<file path="config.mk">
export PLATFORM = sky130hd
export DESIGN_NAME = wit_top
export DESIGN_NICKNAME = d
export VERILOG_FILES = /design/src/wit_pkg.sv /design/src/wit_core_if.sv /design/src/wit_counter.sv /design/src/wit_settle.sv /design/src/wit_top.sv
export SDC_FILE = /design/constraint.sdc
export NUM_CORES = 1
export LEC_CHECK = 0
export ABC_AREA = 1
export BUFFER_PORTS_ARGS = -buffer_cell sky130_fd_sc_hd__buf_2
export CAP_MARGIN = 20
export CORE_ASPECT_RATIO = 1.25
export CORE_UTILIZATION = 50
export CTS_BUF_LIST = sky130_fd_sc_hd__clkbuf_4 sky130_fd_sc_hd__clkbuf_8
export CTS_CLUSTER_DIAMETER = 150
export DETAILED_ROUTE_END_ITERATION = 8
export HOLD_SLACK_MARGIN = 0.08
export PLACE_DENSITY = 0.74
export RECOVER_POWER = 100
export SYNTH_ARGS = -nofsm -noshare
export SYNTH_HDL_FRONTEND = slang
export SYNTH_SLANG_ARGS = --single-unit
</file>
<file path="constraint.sdc">
create_clock -name clk_sys_in -period 2.2 [get_ports clk_sys_in]
set_clock_uncertainty 0.15 [all_clocks]
set_input_delay 0.22 -clock clk_sys_in [delete_from_list [all_inputs] [get_ports clk_sys_in]]
set_output_delay 0.22 -clock clk_sys_in [all_outputs]
set_load 0.1 [all_outputs]
</file>
<file path="src/wit_pkg.sv">
package wit_pkg;
  // bus geometry: printed offsets are word indices, byte address is four times that
  localparam int          WIT_ADR_W      = 18;
  localparam int          WIT_IDX_W      = 16;
  localparam logic [15:0] WIT_IDX_OVF    = 16'hFF42;
  localparam logic [15:0] WIT_IDX_MODE   = 16'hFFF9;
  localparam logic [15:0] WIT_IDX_SETTLE = 16'hFFFA;
  localparam logic [15:0] WIT_IDX_CTRL   = 16'hFFF0;
  localparam logic [15:0] WIT_IDX_STAT   = 16'hFFF1;

  // field positions
  localparam int WIT_CODE_W   = 3;
  localparam int WIT_RUN_BIT  = 7;
  localparam int WIT_MODE_BIT = 4;
  localparam int WIT_RSEL_BIT = 3;
  localparam int WIT_MSK_BIT  = 0;
  localparam int WIT_PRI_BIT  = 1;
  localparam int WIT_ST_REQ   = 0;
  localparam int WIT_ST_BUSY  = 1;
  localparam int WIT_ST_RUN   = 2;

  // reset values and settle code limit
  localparam logic [7:0] WIT_OVF_RST    = 8'h00;
  localparam logic [7:0] WIT_MODE_RST   = 8'h00;
  localparam logic [7:0] WIT_SETTLE_RST = 8'h04;
  localparam logic [7:0] WIT_CTRL_RST   = 8'h03;
  localparam logic [2:0] WIT_SETTLE_MAX = 3'h4;

  // counter structure: 8-bit prescaler feeding an upper counter
  localparam int WIT_PRE_W = 8;
  localparam int WIT_UP_W  = 12;
  localparam int WIT_STL_W = 18;

  // power-of-two exponents per select code
  localparam int WIT_OVF_EXP [8] = '{12, 13, 14, 15, 16, 17, 18, 20};
  localparam int WIT_STL_EXP [8] = '{12, 14, 15, 16, 17, 17, 17, 17};

  typedef enum {WIT_INTERVAL, WIT_GUARD_NMI, WIT_GUARD_RST} wit_mode_t;
endpackage

</file>
<file path="src/wit_core_if.sv">
`timescale 1ns/1ns
interface wit_core_if;
  // overflow counter group
  logic       clear;
  logic       clk_on;
  logic       run;
  logic [2:0] ovf_code;
  logic       ovf;
  // oscillation settle group
  logic       stl_start;
  logic [2:0] stl_code;
  logic       stl_busy;

  modport top_mp (output clear, clk_on, run, ovf_code, stl_start, stl_code,
                  input ovf, stl_busy);
  modport ctr_mp (input clear, clk_on, run, ovf_code, output ovf);
  modport stl_mp (input stl_start, stl_code, output stl_busy);
endinterface

</file>
<file path="src/wit_counter.sv">
`timescale 1ns/1ns
module wit_counter
  import wit_pkg::*;
#(
  parameter int TRIM = 0
)(
  // clock and reset
  input  wire logic  clk_sys_in,
  input  wire logic  rst_b_in,
  // core group
  wit_core_if.ctr_mp c
);
  logic [WIT_PRE_W-1:0] pre_ff;
  logic [WIT_UP_W-1:0]  up_ff;
  logic [WIT_UP_W-1:0]  up_tgt;
  logic                 pre_tick;

  // last upper value before wrap for the selected timeout
  assign up_tgt   = WIT_UP_W'((1 << (WIT_OVF_EXP[c.ovf_code] - TRIM - WIT_PRE_W)) - 1);
  assign pre_tick = c.clk_on && (pre_ff == '1);
  assign c.ovf    = c.run && pre_tick && (up_ff == up_tgt); // RULE4

  // prescaler runs free while the clock runs, a clear never touches it
  always_ff @(posedge clk_sys_in or negedge rst_b_in)
  begin
    if (!rst_b_in)
      pre_ff <= '0;
    else if (c.clk_on) // RULE21
      pre_ff <= pre_ff + 1'b1;
  end

  // upper counter: early first timeout comes from the untouched prescaler
  always_ff @(posedge clk_sys_in or negedge rst_b_in)
  begin
    if (!rst_b_in)
      up_ff <= '0;
    else if (c.clear) // RULE5 RULE10
      up_ff <= '0;
    else if (c.run && pre_tick) // RULE8 RULE11
      up_ff <= (up_ff == up_tgt) ? '0 : up_ff + 1'b1;
  end

  clear_zero_a: assert property (@(posedge clk_sys_in) disable iff (!rst_b_in) // RULE5
    c.clear |=> up_ff == '0)
    else $error("upper counter not cleared by run write");
  freeze_stop_a: assert property (@(posedge clk_sys_in) disable iff (!rst_b_in) // RULE8
    !c.clk_on && !c.clear |=> $stable(up_ff) && $stable(pre_ff))
    else $error("counter moved while clock stopped");
  pre_free_a: assert property (@(posedge clk_sys_in) disable iff (!rst_b_in) // RULE21
    c.clear && c.clk_on |=> pre_ff == WIT_PRE_W'($past(pre_ff) + 1'b1))
    else $error("prescaler disturbed by clear");
endmodule // wit_counter

</file>
<file path="src/wit_settle.sv">
`timescale 1ns/1ns
module wit_settle
  import wit_pkg::*;
#(
  parameter int TRIM = 0
)(
  // clock and reset
  input  wire logic  clk_sys_in,
  input  wire logic  rst_b_in,
  // core group
  wit_core_if.stl_mp s
);
  logic [WIT_STL_W-1:0] cnt_ff;
  logic [WIT_STL_W-1:0] tgt;
  logic                 busy_ff;

  assign tgt        = WIT_STL_W'((1 << (WIT_STL_EXP[s.stl_code] - TRIM)) - 1);
  assign s.stl_busy = busy_ff;

  // busy from reset: the reset value of the select gives the long wait
  always_ff @(posedge clk_sys_in or negedge rst_b_in)
  begin
    if (!rst_b_in)
    begin
      busy_ff <= 1'b1; // RULE1
      cnt_ff  <= '0;
    end
    else if (s.stl_start)
    begin
      busy_ff <= 1'b1;
      cnt_ff  <= '0;
    end
    else if (busy_ff)
    begin
      busy_ff <= (cnt_ff != tgt); // RULE2
      cnt_ff  <= cnt_ff + 1'b1;
    end
  end
endmodule // wit_settle

</file>
<file path="src/wit_top.sv">
`timescale 1ns/1ns
// Overview of operation
// RULE1 - reset loads settle select with default, giving a 2^17 period wait
// RULE2 - settle codes 0..4 pick 2^12,14,15,16,17 periods; others are refused
// RULE3 - mode select bit four set makes the block a runaway watchdog
// RULE4 - overflow code picks 2^12..2^18 periods, code seven gives 2^20
// RULE5 - first run write starts counting, later run writes clear and restart
// RULE6 - unserviced overflow gives reset or nmi, chosen by reset select bit
// RULE7 - software rewrites run bit before every timeout once running
// RULE8 - counting goes on during halt and freezes during stop
// RULE9 - software writes run bit just before entering stop
// RULE10 - first timeout after a clear may be up to 2^8 periods early
// RULE11 - counting pauses while the cpu runs from the subsystem clock
// RULE12 - mode bit clear gives interval timer, request at each interval
// RULE13 - interval counting starts on a run bit write of one
// RULE14 - interval request is gated by the mask flag, carries priority flag
// RULE15 - interval request holds highest default rank among maskable sources
// RULE16 - once watchdog mode is chosen, interval mode returns only by reset
// RULE17 - first interval after mode write may be up to 2^8 periods short
// RULE18 - run bit ignores writes of zero, only reset stops counting
// RULE19 - mode and reset select bits are set-only until reset
// RULE20 - reset clears overflow select and mode register, timer stopped
// RULE21 - free 8-bit prescaler feeds upper counter, run write clears upper only
module wit_top
  import wit_pkg::*;
#(
  parameter int TRIM = 0
)(
  // clock and reset
  input  wire logic                 clk_sys_in,
  input  wire logic                 rst_b_in,
  // wishbone slave
  input  wire logic                 wb_cyc_in,
  input  wire logic                 wb_stb_in,
  input  wire logic                 wb_we_in,
  input  wire logic [WIT_ADR_W-1:0] wb_adr_in,
  input  wire logic [3:0]           wb_sel_in,
  input  wire logic [31:0]          wb_dat_in,
  output logic      [31:0]          wb_dat_out,
  output logic                      wb_ack_out,
  // power state from the cpu core
  input  wire logic                 stop_mode_in,
  input  wire logic                 stop_release_in,
  input  wire logic                 subclk_sel_in,
  // overflow actions and settle busy
  output logic                      nmi_out,
  output logic                      sys_reset_out,
  output logic                      interval_irq_request_out,
  output logic                      interval_irq_priority_out,
  output logic                      osc_settle_busy_out
);
  // shortest interval must still span more than the prescaler
  if (TRIM < 0 || TRIM > WIT_OVF_EXP[0] - WIT_PRE_W - 1)
    $error("TRIM out of range for the prescaler width");

  wit_core_if cif ();

  // bus handshake terms
  logic                 bus_req;
  logic                 bus_wr;
  logic                 bus_rd;
  logic [WIT_IDX_W-1:0] bus_idx;
  logic [7:0]           wdat;
  logic                 hit_ovf;
  logic                 hit_mode;
  logic                 hit_settle;
  logic                 hit_ctrl;
  logic                 hit_stat;
  logic                 ack_ff;
  logic [31:0]          rdat_ff;
  logic [31:0]          nxt_rdat;

  // register state
  logic [2:0]           ovf_code_ff;
  logic                 run_ff;
  logic                 mode_sel_ff;
  logic                 rsel_ff;
  logic [2:0]           settle_code_ff;
  logic                 mask_ff;
  logic                 pri_ff;
  logic                 req_flag_ff;
  logic                 nmi_ff;
  logic                 rst_ff;
  logic                 settle_ok;
  wit_mode_t            cur_mode;

  // one word per register, data in the low byte lane
  assign bus_req    = wb_cyc_in && wb_stb_in && !ack_ff;
  assign bus_wr     = bus_req && wb_we_in && wb_sel_in[0];
  assign bus_rd     = bus_req && !wb_we_in;
  assign bus_idx    = wb_adr_in[WIT_ADR_W-1:2];
  assign wdat       = wb_dat_in[7:0];
  assign hit_ovf    = (bus_idx == WIT_IDX_OVF);
  assign hit_mode   = (bus_idx == WIT_IDX_MODE);
  assign hit_settle = (bus_idx == WIT_IDX_SETTLE);
  assign hit_ctrl   = (bus_idx == WIT_IDX_CTRL);
  assign hit_stat   = (bus_idx == WIT_IDX_STAT);

  // ack one cycle after the strobe, dropped the cycle after
  always_ff @(posedge clk_sys_in or negedge rst_b_in)
  begin
    if (!rst_b_in)
      ack_ff <= 1'b0;
    else
      ack_ff <= bus_req;
  end

  // read mux; unmapped words read as zero and still ack
  always_comb
  begin
    nxt_rdat = '0;
    if (hit_ovf)
      nxt_rdat[WIT_CODE_W-1:0] = ovf_code_ff;
    else if (hit_mode)
    begin
      nxt_rdat[WIT_RUN_BIT]  = run_ff;
      nxt_rdat[WIT_MODE_BIT] = mode_sel_ff;
      nxt_rdat[WIT_RSEL_BIT] = rsel_ff;
    end
    else if (hit_settle)
      nxt_rdat[WIT_CODE_W-1:0] = settle_code_ff;
    else if (hit_ctrl)
    begin
      nxt_rdat[WIT_MSK_BIT] = mask_ff;
      nxt_rdat[WIT_PRI_BIT] = pri_ff;
    end
    else if (hit_stat)
    begin
      nxt_rdat[WIT_ST_REQ]  = req_flag_ff;
      nxt_rdat[WIT_ST_BUSY] = cif.stl_busy;
      nxt_rdat[WIT_ST_RUN]  = run_ff;
    end
  end

  // read data captured with the ack, held otherwise
  always_ff @(posedge clk_sys_in or negedge rst_b_in)
  begin
    if (!rst_b_in)
      rdat_ff <= '0;
    else if (bus_rd)
      rdat_ff <= nxt_rdat;
  end

  assign wb_ack_out = ack_ff;
  assign wb_dat_out = rdat_ff;

  // overflow time select, plain read/write
  always_ff @(posedge clk_sys_in or negedge rst_b_in)
  begin
    if (!rst_b_in)
      ovf_code_ff <= WIT_OVF_RST[WIT_CODE_W-1:0]; // RULE20
    else if (bus_wr && hit_ovf)
      ovf_code_ff <= wdat[WIT_CODE_W-1:0]; // RULE4
  end

  // run bit: a zero write is ignored so counting only stops at reset
  always_ff @(posedge clk_sys_in or negedge rst_b_in)
  begin
    if (!rst_b_in)
      run_ff <= WIT_MODE_RST[WIT_RUN_BIT]; // RULE20
    else if (bus_wr && hit_mode && wdat[WIT_RUN_BIT]) // RULE13 RULE18
      run_ff <= 1'b1;
  end

  // mode and reset select are set-only
  always_ff @(posedge clk_sys_in or negedge rst_b_in)
  begin
    if (!rst_b_in)
    begin
      mode_sel_ff <= WIT_MODE_RST[WIT_MODE_BIT]; // RULE20
      rsel_ff     <= WIT_MODE_RST[WIT_RSEL_BIT];
    end
    else if (bus_wr && hit_mode)
    begin
      mode_sel_ff <= mode_sel_ff | wdat[WIT_MODE_BIT]; // RULE16 RULE19
      rsel_ff     <= rsel_ff | wdat[WIT_RSEL_BIT]; // RULE19
    end
  end

  // forbidden settle codes leave the old selection in place
  assign settle_ok = (wdat[WIT_CODE_W-1:0] <= WIT_SETTLE_MAX);

  always_ff @(posedge clk_sys_in or negedge rst_b_in)
  begin
    if (!rst_b_in)
      settle_code_ff <= WIT_SETTLE_RST[WIT_CODE_W-1:0]; // RULE1
    else if (bus_wr && hit_settle && settle_ok) // RULE2
      settle_code_ff <= wdat[WIT_CODE_W-1:0];
  end

  // mask and priority flags of the interval request
  always_ff @(posedge clk_sys_in or negedge rst_b_in)
  begin
    if (!rst_b_in)
    begin
      mask_ff <= WIT_CTRL_RST[WIT_MSK_BIT];
      pri_ff  <= WIT_CTRL_RST[WIT_PRI_BIT];
    end
    else if (bus_wr && hit_ctrl)
    begin
      mask_ff <= wdat[WIT_MSK_BIT];
      pri_ff  <= wdat[WIT_PRI_BIT];
    end
  end

  // overflow action follows mode and reset select
  always_comb
  begin
    if (!mode_sel_ff)
      cur_mode = WIT_INTERVAL; // RULE12
    else if (rsel_ff)
      cur_mode = WIT_GUARD_RST; // RULE3
    else
      cur_mode = WIT_GUARD_NMI; // RULE3
  end

  // core signals to the counter and the settle timer
  // halt needs no term: the counter simply keeps running through it
  assign cif.clear     = bus_wr && hit_mode && wdat[WIT_RUN_BIT]; // RULE5 RULE17
  assign cif.clk_on    = !stop_mode_in && !subclk_sel_in && !cif.stl_busy; // RULE8 RULE11
  assign cif.run       = run_ff;
  assign cif.ovf_code  = ovf_code_ff;
  assign cif.stl_start = stop_release_in;
  assign cif.stl_code  = settle_code_ff;

  // interval flag: an overflow in the clearing cycle wins over the clear
  always_ff @(posedge clk_sys_in or negedge rst_b_in)
  begin
    if (!rst_b_in)
      req_flag_ff <= 1'b0;
    else if (cif.ovf && cur_mode == WIT_INTERVAL) // RULE12
      req_flag_ff <= 1'b1;
    else if (bus_wr && hit_stat && wdat[WIT_ST_REQ])
      req_flag_ff <= 1'b0;
  end

  // one-cycle action pulses from flops
  always_ff @(posedge clk_sys_in or negedge rst_b_in)
  begin
    if (!rst_b_in)
    begin
      nmi_ff <= 1'b0;
      rst_ff <= 1'b0;
    end
    else
    begin
      nmi_ff <= cif.ovf && (cur_mode == WIT_GUARD_NMI); // RULE6
      rst_ff <= cif.ovf && (cur_mode == WIT_GUARD_RST); // RULE6
    end
  end

  assign nmi_out                   = nmi_ff;
  assign sys_reset_out             = rst_ff;
  // sits on the top-ranked maskable slot of the interrupt controller
  assign interval_irq_request_out  = req_flag_ff && !mask_ff; // RULE14 RULE15
  assign interval_irq_priority_out = pri_ff; // RULE14
  assign osc_settle_busy_out       = cif.stl_busy;

  wit_counter #(
    .TRIM       (TRIM)
  ) u_counter (
    .clk_sys_in (clk_sys_in),
    .rst_b_in   (rst_b_in),
    .c          (cif.ctr_mp)
  );

  wit_settle #(
    .TRIM       (TRIM)
  ) u_settle (
    .clk_sys_in (clk_sys_in),
    .rst_b_in   (rst_b_in),
    .s          (cif.stl_mp)
  );

  settle_dflt_a: assert property (@(posedge clk_sys_in) disable iff (!rst_b_in) // RULE1
    $rose(rst_b_in) |-> settle_code_ff == WIT_SETTLE_RST[2:0] && cif.stl_busy)
    else $error("settle select or busy wrong after reset");

  settle_refuse_a: assert property (@(posedge clk_sys_in) disable iff (!rst_b_in) // RULE2
    bus_wr && hit_settle && !settle_ok |=> $stable(settle_code_ff))
    else $error("forbidden settle code accepted");

  nmi_cause_a: assert property (@(posedge clk_sys_in) disable iff (!rst_b_in) // RULE6
    nmi_out |-> $past(cif.ovf) && $past(mode_sel_ff) && !$past(rsel_ff) && !sys_reset_out)
    else $error("nmi without watchdog overflow");

  rst_cause_a: assert property (@(posedge clk_sys_in) disable iff (!rst_b_in) // RULE6
    $past(cif.ovf) && $past(mode_sel_ff) && $past(rsel_ff) |-> sys_reset_out ##1 !sys_reset_out)
    else $error("watchdog reset pulse missing");

  interval_set_a: assert property (@(posedge clk_sys_in) disable iff (!rst_b_in) // RULE12
    cif.ovf && !mode_sel_ff |=> req_flag_ff && !nmi_out && !sys_reset_out)
    else $error("interval overflow lost");

  stopped_idle_a: assert property (@(posedge clk_sys_in) disable iff (!rst_b_in) // RULE13
    !run_ff |-> !cif.ovf && !req_flag_ff && !nmi_out && !sys_reset_out)
    else $error("overflow before run");

  irq_mask_a: assert property (@(posedge clk_sys_in) disable iff (!rst_b_in) // RULE14
    bus_wr && hit_ctrl && wdat[WIT_MSK_BIT] |=> !interval_irq_request_out)
    else $error("masked interval request shown");

  mode_sticky_a: assert property (@(posedge clk_sys_in) disable iff (!rst_b_in) // RULE16
    mode_sel_ff |=> mode_sel_ff)
    else $error("watchdog mode left without reset");

  run_sticky_a: assert property (@(posedge clk_sys_in) disable iff (!rst_b_in) // RULE18
    run_ff |=> run_ff [*2])
    else $error("run bit cleared by software");

  subclk_hold_a: assert property (@(posedge clk_sys_in) disable iff (!rst_b_in) // RULE11
    subclk_sel_in |=> !nmi_out && !sys_reset_out && !$rose(req_flag_ff))
    else $error("counting on subsystem clock");

  run_start_a: assert property (@(posedge clk_sys_in) disable iff (!rst_b_in) // RULE13
    bus_wr && hit_mode && wdat[WIT_RUN_BIT] |=> run_ff)
    else $error("run write did not start counting");

  rsel_sticky_a: assert property (@(posedge clk_sys_in) disable iff (!rst_b_in) // RULE19
    rsel_ff |=> rsel_ff)
    else $error("reset select cleared without reset");

  settle_take_a: assert property (@(posedge clk_sys_in) disable iff (!rst_b_in) // RULE2
    bus_wr && hit_settle && settle_ok |=> settle_code_ff == $past(wdat[WIT_CODE_W-1:0]))
    else $error("legal settle code not stored");

  nmi_pulse_a: assert property (@(posedge clk_sys_in) disable iff (!rst_b_in) // RULE6
    nmi_out |=> !nmi_out)
    else $error("nmi longer than one cycle");

  guard_action_a: assert property (@(posedge clk_sys_in) disable iff (!rst_b_in) // RULE3
    cif.ovf && mode_sel_ff |=> !$rose(req_flag_ff) && (nmi_out || sys_reset_out))
    else $error("watchdog overflow without its action");

  pri_write_a: assert property (@(posedge clk_sys_in) disable iff (!rst_b_in) // RULE14
    bus_wr && hit_ctrl |=> interval_irq_priority_out == $past(wdat[WIT_PRI_BIT]))
    else $error("priority flag not taken from write");

  stop_hold_a: assert property (@(posedge clk_sys_in) disable iff (!rst_b_in) // RULE8
    stop_mode_in |=> !nmi_out && !sys_reset_out && !$rose(req_flag_ff))
    else $error("overflow action during stop");

  ovf_write_a: assert property (@(posedge clk_sys_in) disable iff (!rst_b_in) // RULE4
    bus_wr && hit_ovf |=> ovf_code_ff == $past(wdat[WIT_CODE_W-1:0]))
    else $error("overflow code not stored");
endmodule // wit_top

</file>
### Word-level counts from Yosys, hierarchy flattened

Memory sizes are Yosys's and may differ from the RTL's.
Index checks and enable logic that the tools add are counted.

* add/sub/neg operators: 6
* $mul: 0
* divide/modulo/power cells: 0
* magnitude comparators: 3
* eq/ne operators: 10
* shift-type cells: 2
* multiplexer cells: 25
* bitwise operators: 4
* reductions and logical operators: 32

Operators by type and width (count)
* $mux 32: 4
* $eq 16x16->1 const B: 5
* $mux 12: 3
* $mux 18: 2
* $eq 32x2->1 const B: 1
* $eq 32x3->1 const B: 1
* $logic_not 32->1: 1
* $shl 1x32->12 const A: 1
* $shl 1x32->18 const A: 1
* $sub 32x5->32 const B: 1
* $logic_and 1x1->1: 22
* $add 18x1->18 const B: 1
* $ne 18x18->1: 1
* $sub 18x2->18 const B: 1
* $add 12x1->12 const B: 1
* $eq 12x12->1: 1
* $mux 3: 4
* $sub 12x2->12 const B: 1
* $mux 2: 5
* $add 8x1->8 const B: 1
* $eq 8x8->1 const B: 1
* $ge 4x4->1 const B: 2
* $not 3->4: 2
* $mux 1: 7
* 4 further kinds: 12

* register bits after elaboration: 60
* latch bits: 0
* bits in writable memories: 0
* bits in read-only memories: 512
* bits of input ports: 62
* output and inout port bits: 38
* memories kept: 2

Memory list
* (name not given): depth 8, bits a word 32, rd ports 1, clocked after Yosys merged registers in 0, wr ports 0, RTL line wit_counter.sv:19 `assign up_tgt = WIT_UP_W'((1 << (WIT_OVF_EXP[c.ovf_code] - TRIM - WIT_PRE_W)) - 1);`
* (name not given): depth 8, bits a word 32, rd ports 1, clocked after Yosys merged registers in 0, wr ports 0, RTL line wit_settle.sv:17 `assign tgt = WIT_STL_W'((1 << (WIT_STL_EXP[s.stl_code] - TRIM)) - 1);`

### Longest topological paths before layout

* word-level depth: 11
* mapped depth: 11
* mapped depth without buffers: 11

### Hierarchy

A second synthesis with hierarchy kept.

* cell total of the unflattened synthesis: 530
* area, all modules: 3868.7 um2

By module, submodules not included
* wit_counter: instances 1, cells each 185, area an instance 1322.5 um2
* wit_top: instances 1, cells each 167, area an instance 1313.8 um2
* wit_settle: instances 1, cells each 178, area an instance 1232.4 um2

### Worst setup path before layout

Ideal clock, no wire load.

* path kind: reg2reg
* start point: register u_settle.busy_ff (netlist: u_settle.s.stl_busy)
* end point: register u_settle.cnt_ff[9]
* setup time: 0.121 ns
* arrival: 1.734 ns
* required time: 1.929 ns
* setup slack: 0.196 ns
* cell stages (with the launch flop): 11
* buffers on the path: 1
* period minus slack after synthesis: 2.004 ns
* path through: dfstp_2 buf_6 inv_4 nand2_4 inv_2 nor2_4 nand2_1 nor2_1 nand2_1 o21ai_1 a21oi_1

* word-level cells in the longest chain between the ends: 1

RTL lines
* start, declared: RTL line wit_settle.sv:15 `logic busy_ff;`
* start signal, assigned: RTL line wit_settle.sv:35 `busy_ff <= (cnt_ff != tgt);`
* $reduce_bool 2->1 (no source line)
* end signal, assigned: RTL line wit_settle.sv:36 `cnt_ff <= cnt_ff + 1'b1;`
* end, declared: RTL line wit_settle.sv:13 `logic [WIT_STL_W-1:0] cnt_ff;`

No other way between the ends.
A chain may end at the register's enable or synchronous reset.

### Worst setup path in the final report

* start point: register u_settle.busy_ff (netlist: u_settle.s.stl_busy)
* end point: output osc_settle_busy_out

RTL lines
* end, declared: RTL line wit_top.sv:50 `output logic osc_settle_busy_out`

No word-level cell between the ends.

==> run_results.csv <==
group,metric,value,unit
outcome,status,"finished, final reports clean",
synth,synth_ff_type,"dfrtp_1",
critical_path,cp.depth,1,
critical_path,crit_path_max_incr_delay,0.80,ns
synth,synth-seq-cells,60,
floorplanning,die_h,104,um
critical_path,required,1.83,ns
clock_tree,htreeDepth,3,
timing,grt_setup_unrepaired,"false",
critical_path,path_class,"flip-flop to output pin",
critical_path,crit_path_start_kind,"flip-flop",
cells_and_area,multi_input_area,2150,um2
critical_path,rr_worst_depth,9,
global_routing,grt_max_degree,39,
synth,async_flop_share,1.00,
synth,yosysWarnings,0,
clock_tree,cts_tree,"yes",
floorplanning,design.core.area,7880,um2
clock_tree,clock_sinks,60,
synth,postSynthAreaPerCell,7.03,um2
clock_tree,cts_root_buf,"clkbuf_8",
critical_path,rrSetupSlack,0.23,ns
floorplanning,rows,36,
synth,synthCells,588,
critical_path,worstPathCellList,"clkbuf_2",
critical_path,startpoint,"u_settle.s.stl_busy",
floorplanning,start_util,0.524,
timing,period_share,0.945,
route,avgViaCountPerCell,5.10,
cells_and_area,layout_common_cells,"nand2_1 (168), nor2_1 (60), inv_1 (58), dfrtp_1 (56), nand3_1 (55)",
critical_path,worstPathMaxFanout,10,
timing,finalSetupViolCount,0,
synth,synth_cell_types,39,
route,drt_wl_total,9220,um
pwr,vdd.ir_drop.worst,0.433,mV
route,ant_nets,0,
run,maxCapViolations,0,
route,drcViolationCount,0,
global_routing,overflow,0,
timing,tightest_slew,1.27,ns
critical_path,rr_startpoint,"u_settle.s.stl_busy",
floorplanning,die_x,83.3,um
cells_and_area,final-seq-area,1510,um2
timing,hold_viol,0,
timing,slew_headroom,0.150,
synth,synth_edf_count,0,
global_routing,grt_pass1_vias,3737,
floorplanning,die-area,8640,um2
cells_and_area,final_nets,716,
route,vias,3818,
floorplanning,pin_count,100,
cells_and_area,syn2layout_area_growth,11.1,%
cells_and_area,antenna_cells,0,
critical_path,regToRegEndpoint,"u_settle.cnt_ff[9]",
placed_design,gp_congestion,0.881,
critical_path,path_delay_family,"flip-flops",
clock_tree,numCtsBuffers,9,
critical_path,cp-end-kind,"output pin",
global_routing,grt_first_pass_wirelength,15900,um
global_routing,grt_use_total,0.227,
route,avgRoutedWirePerCell,12.3,um
timing,max_freq,481,MHz
critical_path,worstPathArrival,1.71,ns
synth,synth_seq_area_share,0.364,
pwr,p_per_area,517,nW/um2
timing,final.setup.tns,0,ns
min_path,hp-class,"primary input to flip-flop",
route,drtIter0Drc,273,
clock_tree,post_cts_buffers,0,
pwr,leakagePower,2.22,nW
route,dr.pass1.iters,4,
clock_tree,clock_latency,0.37,ns
placed_design,dp_hpwl,6900,um
pwr,power.total,0.00238,W
synth,synth_area,4130,um2
critical_path,endpoint,"osc_settle_busy_out",
global_routing,antenna_found_initial,0,
clock_tree,clockBufferDepth,2,
critical_path,crit_slowest_cell,"dfstp_1",
critical_path,path_buf_inv,1,
timing,final_max_slew_viol_count,0,
cells_and_area,drive_above_1_share,0.152,
placed_design,portBuffers,42,
clock_tree,cts.clk_slew.worst_paths,0.07,ns
cells_and_area,final_common_cell,"nand2_1",
timing,min_period,2.08,ns
cells_and_area,fillCellCount,724,
[through the flow]
stage | setup WS, ns | hold slack, ns | utilization | instances | area (um2)
detailed placement | 0.376 | 0.0804 | 0.549 | 718 | 4320
CTS | 0.304 | 0.129 | 0.588 | 748 | 4630
global route | 0.0959 | 0.174 | 0.583 | 748 | 4590
floorplan | 0.196 | -0.226 | - | 614 | 4230
global placement | 0.426 | 0.0757 | 0.549 | 718 | 4320
finish | 0.121 | 0.132 | 0.583 | 748 | 4590
[logic make-up (layout without fill, tap and decap cells)]
family,Yosys count,count (layout),share of synthesized area
other,2,28,0.00182
muxes,1,1,0.00272
adders and majority gates,6,6,0.0182
xor gates and xnor gates,12,12,0.0254
DFF,60,60,0.364
and+or+nand+nor,342,342,0.384
buffers and inverters,110,149,0.132
AOI/OAI and AO/OA,55,55,0.0714
[state kept, by name (all words and copies together), names as in the netlist]
signal and count:
sys_reset_out 1, interval_irq_priority_out 1, u_settle.cnt_ff 18, mode_sel_ff 1
u_counter.up_ff 12, req_flag_ff 1, u_counter.pre_ff 8, mask_ff 1
rsel_ff 1, wb_ack_out 1, u_settle.s.stl_busy 1, cif.stl_code 3
cif.ovf_code 3, wb_dat_out 6, nmi_out 1, cif.run 1
[cell usage after synthesis (13+ instances only)]
library cell	count	area (um2)
inv_2	15	56.3
nor2_1	56	210
o21ai_1	16	80.1
nand3_1	54	270
nor2_2	16	100
inv_1	58	218
a21oi_1	13	65.1
o21ai_0	19	95.1
buf_4	27	203
nand4_1	20	125
dfrtp_1	56	1400
nand2_1	168	631
[power by group]
group	leakage, nW	total [W]	switching [W]	internal (W)
clock	0.0859	0.000882	0.000455	0.000427
combinational	1.33	0.000374	0.000311	0.0000629
sequential	0.802	0.00112	0.00000867	0.00111
total	2.22	0.00238	0.000774	0.00160
[per-layer routing]
metal | GRT usage | up-vias | wire (um)
met3 | 0.0367 | 29 | 456
met1 | 0.251 | 1729 | 3870
met2 | 0.400 | 114 | 4580
li1 | - | 1946 | -
met5 | 0 | - | 0
met4 | 0.150 | 0 | 313
[final cells by class]
class	instances	share of cell area
Multi-Input combinational cell	444	0.468
Sequential cell	60	0.328
Timing Repair Buffer	57	0.0785
Inverter	76	0.0627
Clock buffer	11	0.0302
Tap cell	95	0.0259
Clock inverter	5	0.00654
[worst min path at each step]
stage,from,cells past startpoint,to
global route,wb_adr_in[4],6,mode_sel_ff
finish,wb_adr_in[3],6,mode_sel_ff
global placement,rst_b_in,1,u_settle.cnt_ff[4]
CTS,wb_adr_in[3],6,mode_sel_ff
detailed placement,rst_b_in,1,u_settle.cnt_ff[4]
floorplan,rst_b_in,0,cif.ovf_code[0]
[repair_timing]
item / 4_1_cts / 5_1_grt
gates resized for setup: 0 / 0
hold buffers: 14 / 0
hold endpoints to repair: 42 / 0
Note: power is estimated with default switching activity, not from simulation.
